## src/rtl/acsq_pkg.sv

```systemverilog
/*
 * Package for the converter scan sequencer: register indices, field positions,
 * reset values, timing tables and the state and carrier types.
 * Assumes a 100 MHz system clock that also serves as the converter's oscillator clock.
 */
package acsq_pkg;

    // =========================================================================
    // Register indices (byte address is four times the index)
    // =========================================================================
    localparam logic [11:0] ACSQ_IDX_CONTROL  = 12'h43e;
    localparam logic [11:0] ACSQ_IDX_CHSEL    = 12'h43f;
    localparam logic [11:0] ACSQ_IDX_TIMING   = 12'h4b9;
    localparam logic [11:0] ACSQ_IDX_RES_HI0  = 12'h4c0;
    localparam logic [11:0] ACSQ_IDX_RES_LO   = 12'h4c8;
    localparam logic [11:0] ACSQ_IDX_IRQ_EN   = 12'h4d0;
    localparam logic [11:0] ACSQ_IDX_IRQ_PRIO = 12'h4d1;

    // =========================================================================
    // Field positions and reset values
    // =========================================================================
    localparam int          ACSQ_BIT_TEN      = 3;
    localparam int          ACSQ_BIT_CONT     = 2;
    localparam int          ACSQ_BIT_START    = 1;
    localparam int          ACSQ_BIT_DONE     = 0;
    localparam int          ACSQ_BIT_ADC_EN   = 0;
    localparam int          ACSQ_BIT_GLOB_EN  = 1;
    localparam logic [7:0]  ACSQ_RST_BYTE     = 8'h00;
    localparam logic [3:0]  ACSQ_RST_NIBBLE   = 4'h0;

    // =========================================================================
    // Timing tables in oscillator clocks, indexed by the timing configuration
    // =========================================================================
    localparam logic [15:0][7:0] ACSQ_CONV8 = {
        8'd176, 8'd172, 8'd152, 8'd136, 8'd146, 8'd132, 8'd128, 8'd124,
        8'd108, 8'd116, 8'd104, 8'd100, 8'd96,  8'd80,  8'd76,  8'd72};
    localparam logic [15:0][7:0] ACSQ_CONV10 = {
        8'd208, 8'd204, 8'd180, 8'd160, 8'd170, 8'd156, 8'd152, 8'd148,
        8'd128, 8'd136, 8'd124, 8'd120, 8'd116, 8'd96,  8'd92,  8'd88};
    localparam logic [15:0][7:0] ACSQ_SAMP_TBL = {
        8'd24,  8'd22,  8'd20,  8'd20,  8'd32,  8'd18,  8'd16,  8'd14,
        8'd14,  8'd24,  8'd12,  8'd10,  8'd8,   8'd8,   8'd6,   8'd4};

    // =========================================================================
    // Types
    // =========================================================================
    typedef enum logic [2:0] {
        ACSQ_IDLE    = 3'b001,
        ACSQ_SAMPLE  = 3'b010,
        ACSQ_CONVERT = 3'b100
    } acsq_fsm_t;

    typedef struct packed {
        logic [2:0] channel;
        logic       sample;
        logic       convert;
        logic       ten_bit;
    } acsq_core_req_t;

    typedef struct packed {
        acsq_fsm_t       fsm;
        logic            ten;
        logic            cont;
        logic            busy;
        logic            done;
        logic [7:0]      chsel;
        logic [3:0]      timing;
        logic            irq_adc_en;
        logic            irq_glob_en;
        logic [3:0]      irq_prio;
        logic [7:0]      cnt;
        logic [7:0][7:0] res_hi;
        logic [7:0]      res_lo;
        logic            waitreq;
        logic [31:0]     rdata;
        logic            irq;
        acsq_core_req_t  core;
    } acsq_state_t;

endpackage

```

## src/rtl/acsq_scan_sequencer.sv

```systemverilog
/*
 * Scan sequencer for an eight-channel converter: register file on an Avalon-MM
 * slave with waitrequest, channel scan state machine, result capture and the
 * converter interrupt request.
 * Assumes the analog core sits on sys_clk and presents its result on conv_result
 * while convert is high; running_priority comes from the processor on sys_clk.
 */
// The Avalon-MM interface to the registers was decided locally.
`timescale 1ns/1ps

// Functional notes
// - Eight channels, one result register per channel, 8-bit results by default.
// - Resolution bit 0 selects 8-bit, 1 selects 10-bit conversions.
// - 10-bit conversions run longer; software picks a suitable timing value.
// - Mode bit 1 scans continuously, 0 scans once after a start.
// - Only channels with their select bit set are converted; others skipped.
// - Each result lands in the high result register of its channel.
// - In 10-bit mode the two low bits sit at the top of the low register.
// - Writing 1 to the start bit begins a scan of the selected channels.
// - Start bit stays 1 while converting; cleared when a single scan ends.
// - Single scan converts each selected channel once, then sets the done flag.
// - Continuous scan cycles through selected channels until software stops it.
// - Continuous scan sets the done flag after each full pass.
// - Writing 1 to the start bit while busy is ignored.
// - Writing 0 to the start bit aborts the scan in progress.
// - Hardware never clears the done flag; only a software 0 does.
// - Interrupt request when flag, both enables set and priority beats running.
// - Timing values 6 and B sample longer than either of their neighbours.
// - Four-bit timing field selects sampling and conversion length in clocks.
// - A done flag set in the same cycle as a software clear is not lost.
module acsq_scan_sequencer
    import acsq_pkg::*;
#(
    parameter int ADDR_W = 12
) (
    // Clock and reset
    input  wire logic              sys_clk,
    input  wire logic              rst,
    // Avalon-MM slave, word addressed
    input  wire logic [ADDR_W-1:0] avs_address,
    input  wire logic              avs_read,
    input  wire logic              avs_write,
    input  wire logic [31:0]       avs_writedata,
    input  wire logic [3:0]        avs_byteenable,
    output logic      [31:0]       avs_readdata,
    output logic                   avs_waitrequest,
    // Analog core
    output acsq_core_req_t         core_req,
    input  wire logic [9:0]        conv_result,
    // Interrupt
    input  wire logic [3:0]        running_priority,
    output logic                   adc_irq_req
);

    // =========================================================================
    // Helpers
    // =========================================================================
    // Returns {found, channel}: lowest selected channel above 'from', or at it
    // when 'incl' is set.
    function automatic logic [3:0] acsq_find(input logic [7:0] sel, input logic [2:0] from,
                                             input logic incl);
        logic [3:0] res;
        res = 4'h0;
        for (int i = 7; i >= 0; i--) begin
            if (sel[i] && ((3'(i) > from) || (incl && (3'(i) == from)))) begin
                res = {1'b1, 3'(i)};
            end
        end
        return res;
    endfunction

    acsq_state_t s_r;
    acsq_state_t s_nxt;

    // =========================================================================
    // Next state
    // =========================================================================
    always_comb begin
        logic       acc;
        logic       wr;
        logic [3:0] hit;
        logic [7:0] samp;
        logic [7:0] conv;
        logic [7:0] wbyte;
        acc   = (avs_read || avs_write) && s_r.waitreq;
        wr    = avs_write && !s_r.waitreq && avs_byteenable[0];
        wbyte = avs_writedata[7:0];
        hit   = 4'h0;
        s_nxt = s_r;
        samp = ACSQ_SAMP_TBL[s_r.timing];
        conv = s_r.ten ? ACSQ_CONV10[s_r.timing] : ACSQ_CONV8[s_r.timing];

        // Bus handshake: one wait cycle, then a single low cycle per request.
        s_nxt.waitreq = !acc;
        if (acc) begin
            s_nxt.rdata = 32'h0;
            if (avs_address == ADDR_W'(ACSQ_IDX_CONTROL)) begin
                s_nxt.rdata[7:0] = {4'h0, s_r.ten, s_r.cont, s_r.busy, s_r.done};
            end else if (avs_address == ADDR_W'(ACSQ_IDX_CHSEL)) begin
                s_nxt.rdata[7:0] = s_r.chsel;
            end else if (avs_address == ADDR_W'(ACSQ_IDX_TIMING)) begin
                s_nxt.rdata[7:0] = {4'h0, s_r.timing};
            end else if (avs_address == ADDR_W'(ACSQ_IDX_RES_LO)) begin
                s_nxt.rdata[7:0] = s_r.res_lo;
            end else if (avs_address == ADDR_W'(ACSQ_IDX_IRQ_EN)) begin
                s_nxt.rdata[7:0] = {6'h0, s_r.irq_glob_en, s_r.irq_adc_en};
            end else if (avs_address == ADDR_W'(ACSQ_IDX_IRQ_PRIO)) begin
                s_nxt.rdata[7:0] = {4'h0, s_r.irq_prio};
            end else if (avs_address[ADDR_W-1:3] == ACSQ_IDX_RES_HI0[ADDR_W-1:3]) begin
                s_nxt.rdata[7:0] = s_r.res_hi[avs_address[2:0]];
            end
        end

        // Register writes; reserved bits are not stored and read as zero.
        if (wr) begin
            if (avs_address == ADDR_W'(ACSQ_IDX_CONTROL)) begin
                s_nxt.ten  = wbyte[ACSQ_BIT_TEN];
                s_nxt.cont = wbyte[ACSQ_BIT_CONT];
                if (!wbyte[ACSQ_BIT_DONE]) begin
                    s_nxt.done = 1'b0;
                end
                if (wbyte[ACSQ_BIT_START] && !s_r.busy) begin
                    hit = acsq_find(s_r.chsel, 3'd0, 1'b1);
                    if (hit[3]) begin
                        s_nxt.busy         = 1'b1;
                        s_nxt.fsm          = ACSQ_SAMPLE;
                        s_nxt.core.channel = hit[2:0];
                        s_nxt.cnt          = ACSQ_SAMP_TBL[s_r.timing] - 8'd1;
                    end else begin
                        s_nxt.done = 1'b1;
                    end
                end else if (!wbyte[ACSQ_BIT_START] && s_r.busy) begin
                    s_nxt.busy = 1'b0;
                    s_nxt.fsm  = ACSQ_IDLE;
                end
                // start while busy falls through unchanged.
            end else if (avs_address == ADDR_W'(ACSQ_IDX_CHSEL)) begin
                s_nxt.chsel = wbyte;
            end else if (avs_address == ADDR_W'(ACSQ_IDX_TIMING)) begin
                s_nxt.timing = wbyte[3:0];
            end else if (avs_address == ADDR_W'(ACSQ_IDX_IRQ_EN)) begin
                s_nxt.irq_adc_en  = wbyte[ACSQ_BIT_ADC_EN];
                s_nxt.irq_glob_en = wbyte[ACSQ_BIT_GLOB_EN];
            end else if (avs_address == ADDR_W'(ACSQ_IDX_IRQ_PRIO)) begin
                s_nxt.irq_prio = wbyte[3:0];
            end
        end

        // Scan engine. An abort written this cycle overrides the engine.
        if (!(wr && (avs_address == ADDR_W'(ACSQ_IDX_CONTROL)) && s_nxt.fsm == ACSQ_IDLE)) begin
            case (s_r.fsm)
                ACSQ_IDLE: begin
                end
                ACSQ_SAMPLE: begin
                    if (s_r.cnt == 8'd0) begin
                        s_nxt.fsm = ACSQ_CONVERT;
                        s_nxt.cnt = conv - samp - 8'd1;
                    end else begin
                        s_nxt.cnt = s_r.cnt - 8'd1;
                    end
                end
                ACSQ_CONVERT: begin
                    if (s_r.cnt != 8'd0) begin
                        s_nxt.cnt = s_r.cnt - 8'd1;
                    end else begin
                        // result capture; low bits are overwritten by each 10-bit capture.
                        if (s_r.ten) begin
                            s_nxt.res_hi[s_r.core.channel] = conv_result[9:2];
                            s_nxt.res_lo                   = {conv_result[1:0], 6'h00};
                        end else begin
                            s_nxt.res_hi[s_r.core.channel] = conv_result[7:0];
                        end
                        hit = acsq_find(s_r.chsel, s_r.core.channel, 1'b0);
                        if (!hit[3]) begin
                            // pass done; the set wins over a clear
                            s_nxt.done = 1'b1;
                            if (s_r.cont) begin
                                hit = acsq_find(s_r.chsel, 3'd0, 1'b1);
                            end
                        end
                        if (hit[3]) begin
                            s_nxt.fsm          = ACSQ_SAMPLE;
                            s_nxt.core.channel = hit[2:0];
                            s_nxt.cnt          = samp - 8'd1;
                        end else begin
                            s_nxt.fsm  = ACSQ_IDLE;
                            s_nxt.busy = 1'b0;
                        end
                    end
                end
                default: begin
                    s_nxt.fsm  = ACSQ_IDLE;
                    s_nxt.busy = 1'b0;
                end
            endcase
        end

        s_nxt.core.sample  = (s_nxt.fsm == ACSQ_SAMPLE);
        s_nxt.core.convert = (s_nxt.fsm == ACSQ_CONVERT);
        s_nxt.core.ten_bit = s_nxt.ten;
        s_nxt.irq = s_nxt.done && s_nxt.irq_adc_en && s_nxt.irq_glob_en && (s_nxt.irq_prio > running_priority);
    end

    // =========================================================================
    // State register
    // =========================================================================
    always_ff @(posedge sys_clk or posedge rst) begin
        if (rst) begin
            s_r             <= '0;
            s_r.fsm         <= ACSQ_IDLE;
            s_r.chsel       <= ACSQ_RST_BYTE;
            s_r.timing      <= ACSQ_RST_NIBBLE;
            s_r.waitreq     <= 1'b1;
        end else begin
            s_r <= s_nxt;
        end
    end

    assign avs_readdata    = s_r.rdata;
    assign avs_waitrequest = s_r.waitreq;
    assign core_req        = s_r.core;
    assign adc_irq_req     = s_r.irq;

endmodule // acsq_scan_sequencer

```

## config.mk

```make
export PLATFORM = sky130hd
export DESIGN_NAME = acsq_scan_sequencer
export DESIGN_NICKNAME = d
export VERILOG_FILES = /design/src/rtl/acsq_pkg.sv /design/src/rtl/acsq_scan_sequencer.sv
export SDC_FILE = /design/constraint.sdc
export NUM_CORES = 1
export LEC_CHECK = 0
export BUFFER_PORTS_ARGS = -buffer_cell sky130_fd_sc_hd__buf_4
export CAP_MARGIN = 20
export CORE_MARGIN = 2
export CORE_UTILIZATION = 62
export DETAILED_ROUTE_END_ITERATION = 8
export GPL_TIMING_DRIVEN = 1
export PLACE_DENSITY = 0.83
export SLEW_MARGIN = 15
export SYNTH_ARGS = -nofsm -noshare
export SYNTH_HDL_FRONTEND = slang
export SYNTH_SLANG_ARGS = --single-unit
```

## constraint.sdc

```tcl
create_clock -name sys_clk -period 8.94 [get_ports sys_clk]
set_clock_uncertainty 0.1 [all_clocks]
set_input_delay 0.447 -clock sys_clk [delete_from_list [all_inputs] [get_ports sys_clk]]
set_output_delay 0.447 -clock sys_clk [all_outputs]
set_load 0.1 [all_outputs]
```

# Word-level counts from Yosys, hierarchy flattened
# Memories as Yosys holds them, arrays and structs flattened.
# Cells that the tools add are included.
[op_classes]
magnitude_cmp = 13
bitwise = 4
mux = 94
n_eq_ne = 13
reduce_logical = 32
addsub = 4
[ops]
columns = ["operator", "count"]
rows = [
  ["two-way mux 8 bit", 21],
  ["two-way mux 72 bit", 2],
  ["bitwise mux 64 bit", 2],
  ["two-way mux 4 bit", 30],
  ["two-way mux 80 bit", 1],
  ["== test 12 x 11 -> 1 bit, second input constant", 6],
  ["two-way mux 64 bit", 1],
  ["two-way mux 3 bit", 14],
  ["two-way mux 33 bit", 1],
  ["binary-select mux 8 bit (select 3 bit)", 1],
  ["demux 8 bit (select 3 bit)", 1],
  ["subtractor 8 x 1 -> 8 bit, second input constant", 3],
  ["logical AND 1 bit", 19],
  ["two-way mux 18 bit", 1],
  ["case mux 8 bit (2 select lines)", 1],
  ["> comparator 3 bit, first input constant", 4],
  ["two-way mux 10 bit", 1],
  ["== test 9 x 8 -> 1 bit, second input constant", 1],
  ["two-way mux 1 bit", 9],
  ["case mux 3 bit (3 select lines)", 1],
  ["zero test 8 bit", 1],
  ["less-than comparator 3 x 4 -> 1 bit, second input constant", 2],
  ["two-way mux 2 bit", 4],
  ["AND reduction 4 bit", 2],
  ["other kinds (19)", 31],
]
[totals]
wordCells = 189
regBits = 114
mem_bits_ro = 384
n_memories = 3
out_inout_bits = 40
[memory_table]
columns = ["name", "words", "width", "rd", "rd_clocked_by_memory_dff", "write_ports", "line", "rtl"]
rows = [
  ["(no name shown)", 16, 8, 1, 0, 0, "acsq_scan_sequencer.sv:128", "s_nxt.cnt = ACSQ_SAMP_TBL[s_r.timing] - 8'd1;"],
  ["(no name shown)", 16, 8, 1, 0, 0, "acsq_scan_sequencer.sv:91", "conv = s_r.ten ? ACSQ_CONV10[s_r.timing] : ACSQ_CONV8[s_r.timing];"],
  ["(no name shown)", 16, 8, 1, 0, 0, "acsq_scan_sequencer.sv:91", ""],
]

# Longest topological paths before layout
# Gate-level depths: netlist of the first run.
[logic_depth]
depth_word = 30
ltp_mapped = 16
mapped_depth_nobuf = 15

# Worst setup path before layout of the first run
# OpenSTA, ideal clock, no wires.
[synth_path]
path_kind = "input to register"
startpoint = "in avs_address[9]"
endpoint = "reg s_r, in the netlist adc_irq_req"
setup_time_ns = 0.120
path_stages = 12
n_path_buf = 2
required_ns = 8.720
setup_slack_ns = 5.660
arrival_time_ns = 3.060
cell_sequence = "or4b_1 buf_2 or4b_4 buf_6 nand4_1 mux2_2 ha_1 o21ai_0 nand2b_1 a21oi_1 a41oi_1 and4_1"
[synth_rtl]
columns = ["item", "line", "rtl"]
rows = [
  ["from (decl)", "acsq_scan_sequencer.sv:40", "input wire logic [ADDR_W-1:0] avs_address,"],
  ["to (signal assigned)", "acsq_scan_sequencer.sv:215", "s_r <= s_nxt;"],
  ["to (decl)", "acsq_scan_sequencer.sv:72", "acsq_state_t s_r;"],
]

==> results of run 1 <==
per-layer routing:
layer / track usage, % / vias up / share of wire [%]
met1: 37.1 / 2919 / 39
met3: 6.78 / 65 / 6.8
met5: 0 / - / 0
met2: 50.9 / 307 / 50
li1: - / 2774 / -
met4: 13.7 / 0 / 3.4
power groups by stage:
stage	sequential, µW	clock [µW]	combinational, µW
5_1_grt	522	670	136
2_1_floorplan	534	0	103
4_1_cts	522	650	127
3_5_place_dp	531	0	126
6_report	522	641	129
3_3_place_gp	531	0	124
critical path, cell delays in order, from the launching register on:
cell      delay (ns)
dfrtp_1         0.52
inv_1           0.19
ha_1            0.39
o21ai_0         0.09
a21oi_1         0.60
ha_1            0.30
inv_1           0.06
fa_1            0.39
nor2b_1         0.15
o21ai_0         0.10
nand2b_1        0.13
xnor2_1         0.18
o21ai_0         0.16
a31oi_1         0.20
a32oi_1         0.11
kinds of logic after synthesis:
| family | Yosys count |
|---|---|
| simple gates | 257 |
| compound gates | 218 |
| flops | 114 |
| buf+inv | 97 |
| mux | 57 |
| fa+ha+maj | 20 |
| xor+xnor | 13 |
| other cells | 1 |
cells in the mapped netlist, types with 5 or more instances:
cell type,n,share of area [%]
o21ai_0,95,6.7
a21oi_1,46,3.2
o211ai_1,5,0.53
buf_4,38,4.0
nor2b_1,15,1.3
a211oi_1,7,0.74
mux4_2,16,5.1
nand2_1,121,6.4
o31ai_1,6,0.63
buf_2,9,0.63
nand3_1,11,0.77
mux2_2,20,3.2
a221oi_1,5,0.61
nand2b_1,11,0.97
dfrtp_1,112,39
nor3_1,6,0.42
ha_1,19,3.3
a31oi_1,12,1.1
clkbuf_1,20,1.1
inv_1,22,1.2
nor2_1,50,2.6
xnor2_1,9,1.1
mux2i_1,21,3.0
final cells by class:
cell class,instances,area (µm²)
Clock buffer,19,453
Clock inverter,12,109
Multi-Input combinational cell,589,3820
Sequential cell,114,2860
Fill cell,870,3360
Inverter,23,88.8
Timing Repair Buffer,58,458
Tap cell,143,179
worst paths after layout:
kind	startpoint	to	depth (start not counted)
min reg2reg	register	register	2
max	s_r[126]	s_r[117]	14
min	avs_writedata[6]	s_r[136]	2
min in group asynchronous	rst	avs_readdata[3]	3
max reg2reg	s_r[126]	s_r[117]	14
max in group asynchronous	rst	s_r[134]	5
stage by stage:
step	total power [µW]	cell area [µm²]	hold WS, ns	setup WS, ns	utilization (%)
after floorplan	637	7210	0.345	5.38	-
after global placement	655	7360	0.356	5.30	65.0
after detailed placement	657	7360	0.365	5.19	65.0
after CTS	1300	7930	0.149	5.16	70.1
after global routing	1330	7960	0.161	4.86	70.3
final	1290	7960	0.163	5.12	70.3
==> run metrics, run 1 <==
first-pass GRT wire length=just under 30000 µm; Total Wirelength=about 18000 µm; RSZ-0062 raised after global routing=no; CTS sink count=between 100 and 150; Max Buffers Root-to-Sink=2; CP Data Required Time=roughly 9 ns; post-CTS setup buffers=0; Die X-Extent=between 100 and 150 µm; Avg Vias per Cell=around 6.3; Synth Area in Simple Gates=between 10% and 20%; Cells after Synth=777; crit path kind=register to register; yosys warns=0; DP Cell Count=925; reg-to-reg slack, setup=5.12 ns; largest family of logic cells by synthesized area=compound AO/OA/AOI/OAI gates; post-synthesis xor/xnor area fraction=~1.6%; placer congestion estimate=0.900; antenna cells=0; Pleak=~0.0036 µW; initial antenna violation count=0; switching part of the total=a little over a quarter; share of cells above drive strength 1=approximately 18%; CTS Buf Count=17; max-capacitance violation count=0; Skew-Pair Late Insertion Delay=~0.42 ns; worst slew pin tran=approximately 0.89 ns; Routed Antenna Nets=0; Avg Inst Size Synth=a little over 9 µm²; WL/cell=~19 µm; synthesized cell area=about 7000 µm²; Internal=between 900 and 1000 µW; register bit total from synthesis=114; DR iter-0 viols=602; post-synthesis adder-cell area fraction=3.62%; CP endpoint kind=register; dpl hpwl=12500 µm; most frequent cells in the layout=121 x nand2_1, 112 x dfrtp_1, 95 x o21ai_0; vias in the first global route=about 6k; Initial Utilization=62.9%; PostCTS Resize Cnt=0; crit path max fanout=8; EDFF count, synth=0; Synth Area in Compound Gates=18.3%; status=completed; GRT Total Usage=between 30% and 40%; setup_tns=0 ns; multiplexer share of the synthesized area=between 10 and 15%; final slew viol count=0; commonest non-fill, non-tap cell in the layout=nand2_1; H-tree depth=4; clk slew on worst S/H paths=roughly 0.060 ns; largest net degree at the start of global routing=83; post-synthesis async set-or-reset flop share=100%; grt total ovfl=0; crit start category=register; Tcrit/Tclk final=a little over two fifths; DR pass1 iterations=5; post-synthesis sequential area ratio=40.1%; maximum vdd ir drop=between 0.00015 and 0.0002 V; net switching power=around 350 µW; pwr/cell area=roughly 160 nW/µm²; clock root buffer=clkbuf_16; CTS tree=done; worst min-delay path category=input pin to register; Core ar.=approximately 11000 µm²; synthesis-to-finish area growth=11.8%; detailed-route via count=between 6k and 7k; Non-Filler Instances=958; Primary FF master, synth=dfrtp_1; logic gate share of total power=10.0%; DRC=0; clock share of power=49.6%; IO buf count=54; fin crit period=~3.8 ns; die area=between 10000 and 15000 µm²; Reg power frac=40.4%; Die H=around 110 µm; nets@finish=approximately 890; CTS Hold Bufs=1; Slew HR=between 40% and 50%; crit path DAT=roughly 4 ns; Yosys cell types=between 70 and 80; final number of hold-violating endpoints=0; FP Rows=39; f_max=0.262 GHz; Finish-stage setup viols=0; # IOs=approximately 110
Power figures use the tool's default switching activity.
==> run 2: changes to the inputs <==
--- a/config.mk
+++ b/config.mk
@@ -5,13 +5,14 @@
 export SDC_FILE = /design/constraint.sdc
 export NUM_CORES = 1
 export LEC_CHECK = 0
+export ABC_AREA = 1
 export BUFFER_PORTS_ARGS = -buffer_cell sky130_fd_sc_hd__buf_4
 export CAP_MARGIN = 20
 export CORE_MARGIN = 2
-export CORE_UTILIZATION = 62
+export CORE_UTILIZATION = 53
 export DETAILED_ROUTE_END_ITERATION = 8
 export GPL_TIMING_DRIVEN = 1
-export PLACE_DENSITY = 0.83
+export PLACE_DENSITY = 0.74
 export SLEW_MARGIN = 15
 export SYNTH_ARGS = -nofsm -noshare
 export SYNTH_HDL_FRONTEND = slang
==> constraint.sdc (replaced) <==
create_clock -name sys_clk -period 3.4 [get_ports sys_clk]
set_clock_uncertainty 0.1 [all_clocks]
set_input_delay 0.17 -clock sys_clk [delete_from_list [all_inputs] [get_ports sys_clk]]
set_output_delay 0.17 -clock sys_clk [all_outputs]
set_load 0.1 [all_outputs]
==> run 2 against run 1 <==
  * Synthesized area up 12%
  * Count of clock-buffer cells in the layout is 2 higher
  * First-iteration DRC count rose by 28%
  * Sequential power grew to 2.6 times the previous value
  * Die area is 30% higher
  * Critical endpoint is now s_r[119]
==> run metrics, run 2 <==
Slew HR=around a third; FF-to-FF Start=s_r[126]; Primary FF master, synth=dfrtp_1; initial antenna violation count=0; Design Area, Final=9060 µm²; post-synth top area cell=dfrtp_1; Die H=about 130 µm; top-count cell post-synth=nand2_1; DP Area=between 8000 and 9000 µm²; final worst setup slack=approximately 0.31 ns; EDFF count, synth=0; fin crit period=slightly above 3 ns; FP Rows=44; largest net degree at the start of global routing=63; Tcrit/Tclk final=about nine tenths; most frequent cells in the layout=341 x nand2_1, 112 x dfrtp_1, 91 x inv_1; Skew-Pair Late Insertion Delay=~0.43 ns; Final Power=about 3700 µW; DR pass1 iterations=5; CTS Buf Count=17; yosys warns=0; status=completed; synthesis-to-finish area growth=13.9%; RSZ-0062 raised after global routing=no; H-tree depth=4; reg-to-reg slack, setup=roughly 0.31 ns; Filler Cell Count=1303; crit path kind=register to register; worst min-delay path category=input pin to register; dpl ws=slightly below 0.4 ns; vias in the first global route=between 7k and 8k; f_max=0.324 GHz; WL/cell=16.7 µm; Avg Vias per Cell=5.68; Pleak=about 0.0048 µW; Cells after Synth=between 1k and 1.5k; Avg Inst Size Synth=7.25 µm²; crit path max fanout=8; pwr/cell area=roughly 400 nW/µm²; Initial Utilization=54.5%; crit path DAT=3.31 ns; crit start category=register; Max Buffers Root-to-Sink=2; # IOs=roughly 110; Die X-Extent=between 100 and 150 µm; CTS sink count=between 100 and 150; worst setup path endpoint=s_r[119]; Total Wirelength=between 20000 and 25000 µm; GRT Total Usage=just under 30%; fin util=between 60% and 70%; placer congestion estimate=a little over 0.9; post-synthesis sequential area ratio=about 36%; synthesized cell area=7960 µm²; Routed Antenna Nets=0; CTS tree=done; FF-to-FF path depth=19; register bit total from synthesis=about 110; final slew viol count=0; clk slew on worst S/H paths=approximately 0.060 ns; maximum vdd ir drop=0.000432 V; grt total ovfl=0; die area=between 15000 and 20000 µm²; PostCTS Resize Cnt=0; final number of hold-violating endpoints=0; IO buf count=54; Post-synth top cells=341 x nand2_1, 112 x dfrtp_1, 92 x inv_1, 76 x nand4_1, 72 x nor2_1; Core ar.=around 15000 µm²; setup_tns=0 ns; Area contributors post-synth=dfrtp_1 35%, nand2_1 16%, nand4_1 6.0%, inv_1 4.3%, o21ai_0 4.2%; Yosys cell types=between 50 and 60; nets@finish=around 1.2k; dpl hpwl=15900 µm; worst slew pin tran=between 0.9 and 1 ns; CP endpoint kind=register; worst setup path startpoint=s_r[126]; share of cells above drive strength 1=between 10% and 20%; commonest non-fill, non-tap cell in the layout=nand2_1; CP Data Required Time=~3.6 ns; clock root buffer=clkbuf_16; antenna cells=0; detailed-route via count=between 7k and 8k; Synth top area share=around a third; post-synthesis async set-or-reset flop share=100%; DR iter-0 viols=approximately 770; DRC=0; R2R Path End=s_r[119]; max-capacitance violation count=0; Finish-stage setup viols=0; first-pass GRT wire length=between 30000 and 40000 µm
run 2: changes by cell type in the layout (fill, tap and decap cells not counted), moves of 16 or more:
| cell | delta |
|---|---|
| mux2_2 | -16 |
| nand4_1 | +72 |
| mux2i_1 | -21 |
| nand3_1 | +46 |
| mux4_2 | -16 |
| nor2_1 | +22 |
| o21ai_0 | -28 |
| inv_1 | +70 |
| buf_4 | +16 |
| nand2_1 | +220 |
run 2: how the worst min path moves through the flow:
stage	from	to	slack, ns	cells after the start
5_1_grt	avs_writedata[3]	s_r[133]	0.03	3
4_1_cts	avs_writedata[3]	s_r[133]	0.02	3
2_1_floorplan	conv_result[0]	s_r[46]	0.21	2
3_5_place_dp	rst	async pin	0.22	2
3_3_place_gp	rst	async pin	0.22	2
6_report	avs_writedata[3]	s_r[133]	0.01	3
run 2: final cells by class:
class	count	area (µm²)	area share [%]
Clock inverter	10	158	1.74
Inverter	108	412	4.54
Clock buffer	21	460	5.08
Timing Repair Buffer	82	661	7.29
Sequential cell	114	2860	31.5
Multi-Input combinational cell	824	4290	47.3
Tap cell	184	230	2.54
run 2: what timing repair did:
| item | in CTS | in global routing |
|---|---|---|
| buffers inserted | 0 | 0 |
| hold buffers | 8 | 0 |
| endpoints found under the hold margin | 59 | 0 |
| setup endpoints to repair | 0 | 0 |
run 2: routing by layer:
metal / share of wire (%) / global-route usage [%] / wire (µm) / up-vias
met5: 0 / 0 / 0 / -
met4: 2.2 / 11.4 / 494 / 0
met3: 6.3 / 4.68 / 1410 / 45
met2: 49 / 48.7 / 11100 / 307
met1: 42 / 37.3 / 9470 / 3574
li1: - / - / - / 3702
run 2: critical path, cell delays in order (launching register included):
cell and delay, ns:
dfrtp_1 0.49, inv_1 0.17, ha_1 0.33, nand2_1 0.06
inv_1 0.07, o21ai_0 0.07, nand2_1 0.12, ha_1 0.21
inv_1 0.06, fa_1 0.40, nor2_1 0.12, nor2_1 0.05
o21bai_1 0.20, nand2_1 0.10, nand4_1 0.08, nand3_1 0.09
nand2_1 0.09, nand2_1 0.06, nand2_1 0.05, nand2_1 0.04
run 2: cells by family (layout without fill, tap and decap cells):
kind of cell	after synthesis	count (layout)	synth area share, %
AOI/OAI and AO/OA	152	152	10.6
xor gates and xnor gates	9	9	0.991
adders and majority gates	20	20	3.24
buffers and inverters	183	221	11.4
DFF	114	114	35.9
muxes	4	4	0.566
other	1	24	0.0471
and+or+nand+nor	615	615	37.2
run 2: report_power, final:
part           internal, µW  switching (µW)  total, µW
Clock                  1260             648       1900
Sequential             1370            7.14       1380
Combinational          95.6             316        411
run 2: per-stage QoR:
step / hold WS (ns) / cells
after floorplan: 0.215 / 1121
after global placement: 0.222 / 1304
after detailed placement: 0.224 / 1304
after CTS: 0.0206 / 1343
after global routing: 0.0309 / 1343
final: 0.0110 / 1343
==> run 3: changes to the inputs <==
--- a/config.mk
+++ b/config.mk
@@ -9,11 +9,12 @@
 export BUFFER_PORTS_ARGS = -buffer_cell sky130_fd_sc_hd__buf_4
 export CAP_MARGIN = 20
 export CORE_MARGIN = 2
-export CORE_UTILIZATION = 53
+export CORE_UTILIZATION = 55
+export CTS_BUF_LIST = sky130_fd_sc_hd__clkbuf_4 sky130_fd_sc_hd__clkbuf_8
+export CTS_CLUSTER_DIAMETER = 50
 export DETAILED_ROUTE_END_ITERATION = 8
 export GPL_TIMING_DRIVEN = 1
-export PLACE_DENSITY = 0.74
-export SLEW_MARGIN = 15
+export PLACE_DENSITY = 0.77
 export SYNTH_ARGS = -nofsm -noshare
 export SYNTH_HDL_FRONTEND = slang
 export SYNTH_SLANG_ARGS = --single-unit
==> run 3 against run 2 <==
  * Global-route usage increased by 0.67 points
  * Via count is 1.6% higher
  * Sequential power is essentially flat
  * Count of clock-buffer cells in the layout rose by 1
  * Sequential share of layout area is 0.72 points higher
  * Design area shrank 2.2%
  * Clock power down 32%
  * Non-clock buffer count is the same
  * Routed wire length rose by 1.3%
  * Sequential cell count is the same
  * Critical path depth is the same
  * Combinational power hardly changed
==> run metrics, run 3 (synthesis gave the netlist of run 2 again) <==
status=completed; worst hold path startpoint=avs_address[11]; Max Buffers Root-to-Sink=2; Core ar.=14000 µm²; CP Data Required Time=around 3.7 ns; Filler Cell Count=1273; pwr/cell area=347 nW/µm²; setup_tns=0 ns; post-CTS setup buffers=0; CTS tree=done; f_max=around 0.33 GHz; critical path's top delay family=adder cells; DP Area=~8400 µm²; H-tree depth=4; Critical-path top delay cell=dfrtp_2; gr busiest metal=met2; clock root buffer=clkbuf_8; final slew viol count=0; Finish-stage setup viols=0; met2 usage=44.1%; placer congestion estimate=~0.94; crit path max fanout=8; Die H=about 120 µm; initial antenna violation count=0; dpl ws=slightly below 0.3 ns; nets@finish=about 1.2k; WL/cell=about 17 µm; reg-to-reg slack, setup=around 0.35 ns; most frequent cells in the layout=341 x nand2_1, 111 x dfrtp_1, 91 x inv_1; grt total ovfl=0; GRT Total Usage=29.6%; Total Wirelength=approximately 23000 µm; met3 usage=between 7 and 8%; final worst setup slack=0.354 ns; CTS sink count=approximately 110; crit start category=register; detailed-route via count=between 7k and 8k; max-capacitance violation count=0; clk slew on worst S/H paths=roughly 0.08 ns; Avg Vias per Cell=a little under 6; Die X-Extent=about 120 µm; Routed Antenna Nets=0; DR iter-0 viols=a little under 1k; Pleak=approximately 0.0046 µW; Initial Utilization=56.9%; DR pass1 iterations=5; first-pass GRT wire length=between 30000 and 40000 µm; most frequent CP cell=nand2_1; crit path cell chain=inv_1, ha_1, nand2_1, inv_1, o21ai_0, nand2_1, ha_1, inv_1, fa_1, nor2_1, nor2_1, o21bai_1, nand2_1, nand4_1, nand3_1, nand2_1, nand2_1, nand2_1, nand2_1; RSZ-0062 raised after global routing=no; dpl hpwl=between 15000 and 20000 µm; met1 usage=41.5%; fin crit period=approximately 3.0 ns; worst slew pin tran=between 1 and 1.5 ns; commonest non-fill, non-tap cell in the layout=nand2_1; IO buf count=between 50 and 60; worst min-delay path category=input pin to register; DRC=0; FP Rows=43; Buf/Inv on CP=3; Slew HR=31.7%; Worst path max stage delay=0.43 ns; synthesis-to-finish area growth=11.4%; crit path DAT=3.31 ns; share of cells above drive strength 1=between 10 and 15%; Design Area, Final=between 8000 and 9000 µm²; Skew-Pair Late Insertion Delay=roughly 0.47 ns; # IOs=106; CTS Buf Count=17; die area=~15000 µm²; antenna cells=0; final number of hold-violating endpoints=0; Tcrit/Tclk final=around 90%; vias in the first global route=about 7.2k; largest net degree at the start of global routing=73; maximum vdd ir drop=about 0.0004 V; crit path kind=register to register; FF-to-FF Start=s_r[126]; CP endpoint kind=register; worst setup path startpoint=s_r[126]
## run 3: changes by cell type in the layout (fill, tap and decap cells not counted), moves of 2 or more
cell	previous run	this run
dlygate4sd3_1	8	11
clkbuf_16	17	0
clkinv_2	5	2
clkbuf_1	2	0
clkinvlp_4	0	4
buf_4	72	68
bufinv_16	4	1
clkbuf_8	2	22
## run 3: through the flow
step                utilization, %  hold WS, ns  instances  power (µW)
finish                        63.4       0.0817       1340        3080
CTS                           63.4       0.0678       1340        3080
global placement              59.7        0.303       1297        1790
detailed placement            59.7        0.307       1297        1800
global route                  63.4        0.115       1340        3180
floorplan                        -        0.215       1121        1710
## run 3: path summary, 6_finish.rpt
kind | endpoint | cells after the start
min reg2reg | register | 2
max in group asynchronous | s_r[126] | 4
min in group asynchronous | s_r[117] | 3
max | s_r[119] | 19
max reg2reg | s_r[119] | 19
min | avs_readdata[5] | 6
## run 3: worst register-to-register path, stage by stage (launching register included)
cell      delay, ns
dfrtp_2        0.43
inv_1          0.13
ha_1           0.32
nand2_1        0.05
inv_1          0.07
o21ai_0        0.08
nand2_1        0.20
ha_1           0.24
inv_1          0.07
fa_1           0.39
nor2_1         0.11
nor2_1         0.05
o21bai_1       0.20
nand2_1        0.10
nand4_1        0.08
nand3_1        0.09
nand2_1        0.08
nand2_1        0.06
nand2_1        0.05
nand2_1        0.04
## run 3: what timing repair did
action	CTS	global route
endpoints found under the setup margin	0	1
hold buffers	11	0
resized for setup	0	1
hold endpoints to repair	81	0
## run 3: final cells by class
type | instances | area (µm²) | area share (%)
Multi-Input combinational cell | 824 | 4290 | 48.4
Sequential cell | 114 | 2860 | 32.2
Timing Repair Buffer | 82 | 681 | 7.68
Inverter | 108 | 412 | 4.64
Clock buffer | 22 | 303 | 3.42
Tap cell | 180 | 225 | 2.54
Clock inverter | 10 | 100 | 1.13
## run 3: where the power goes
part / total (µW) / internal (µW) / switching [µW] / leakage [µW]
Sequential: 1380 / 1370 / 7.26 / 0.00153
Combinational: 413 / 95.3 / 317 / 0.00292
Clock: 1290 / 678 / 610 / 0.000194
Total: 3080 / 2140 / 935 / 0.00464
## run 3: metal layers
layer | vias to the layer above | part of all wire, %
met3 | 51 | 9.1
met2 | 386 | 44
met4 | 0 | 2.9
met1 | 3620 | 44
met5 | - | 0
li1 | 3696 | -
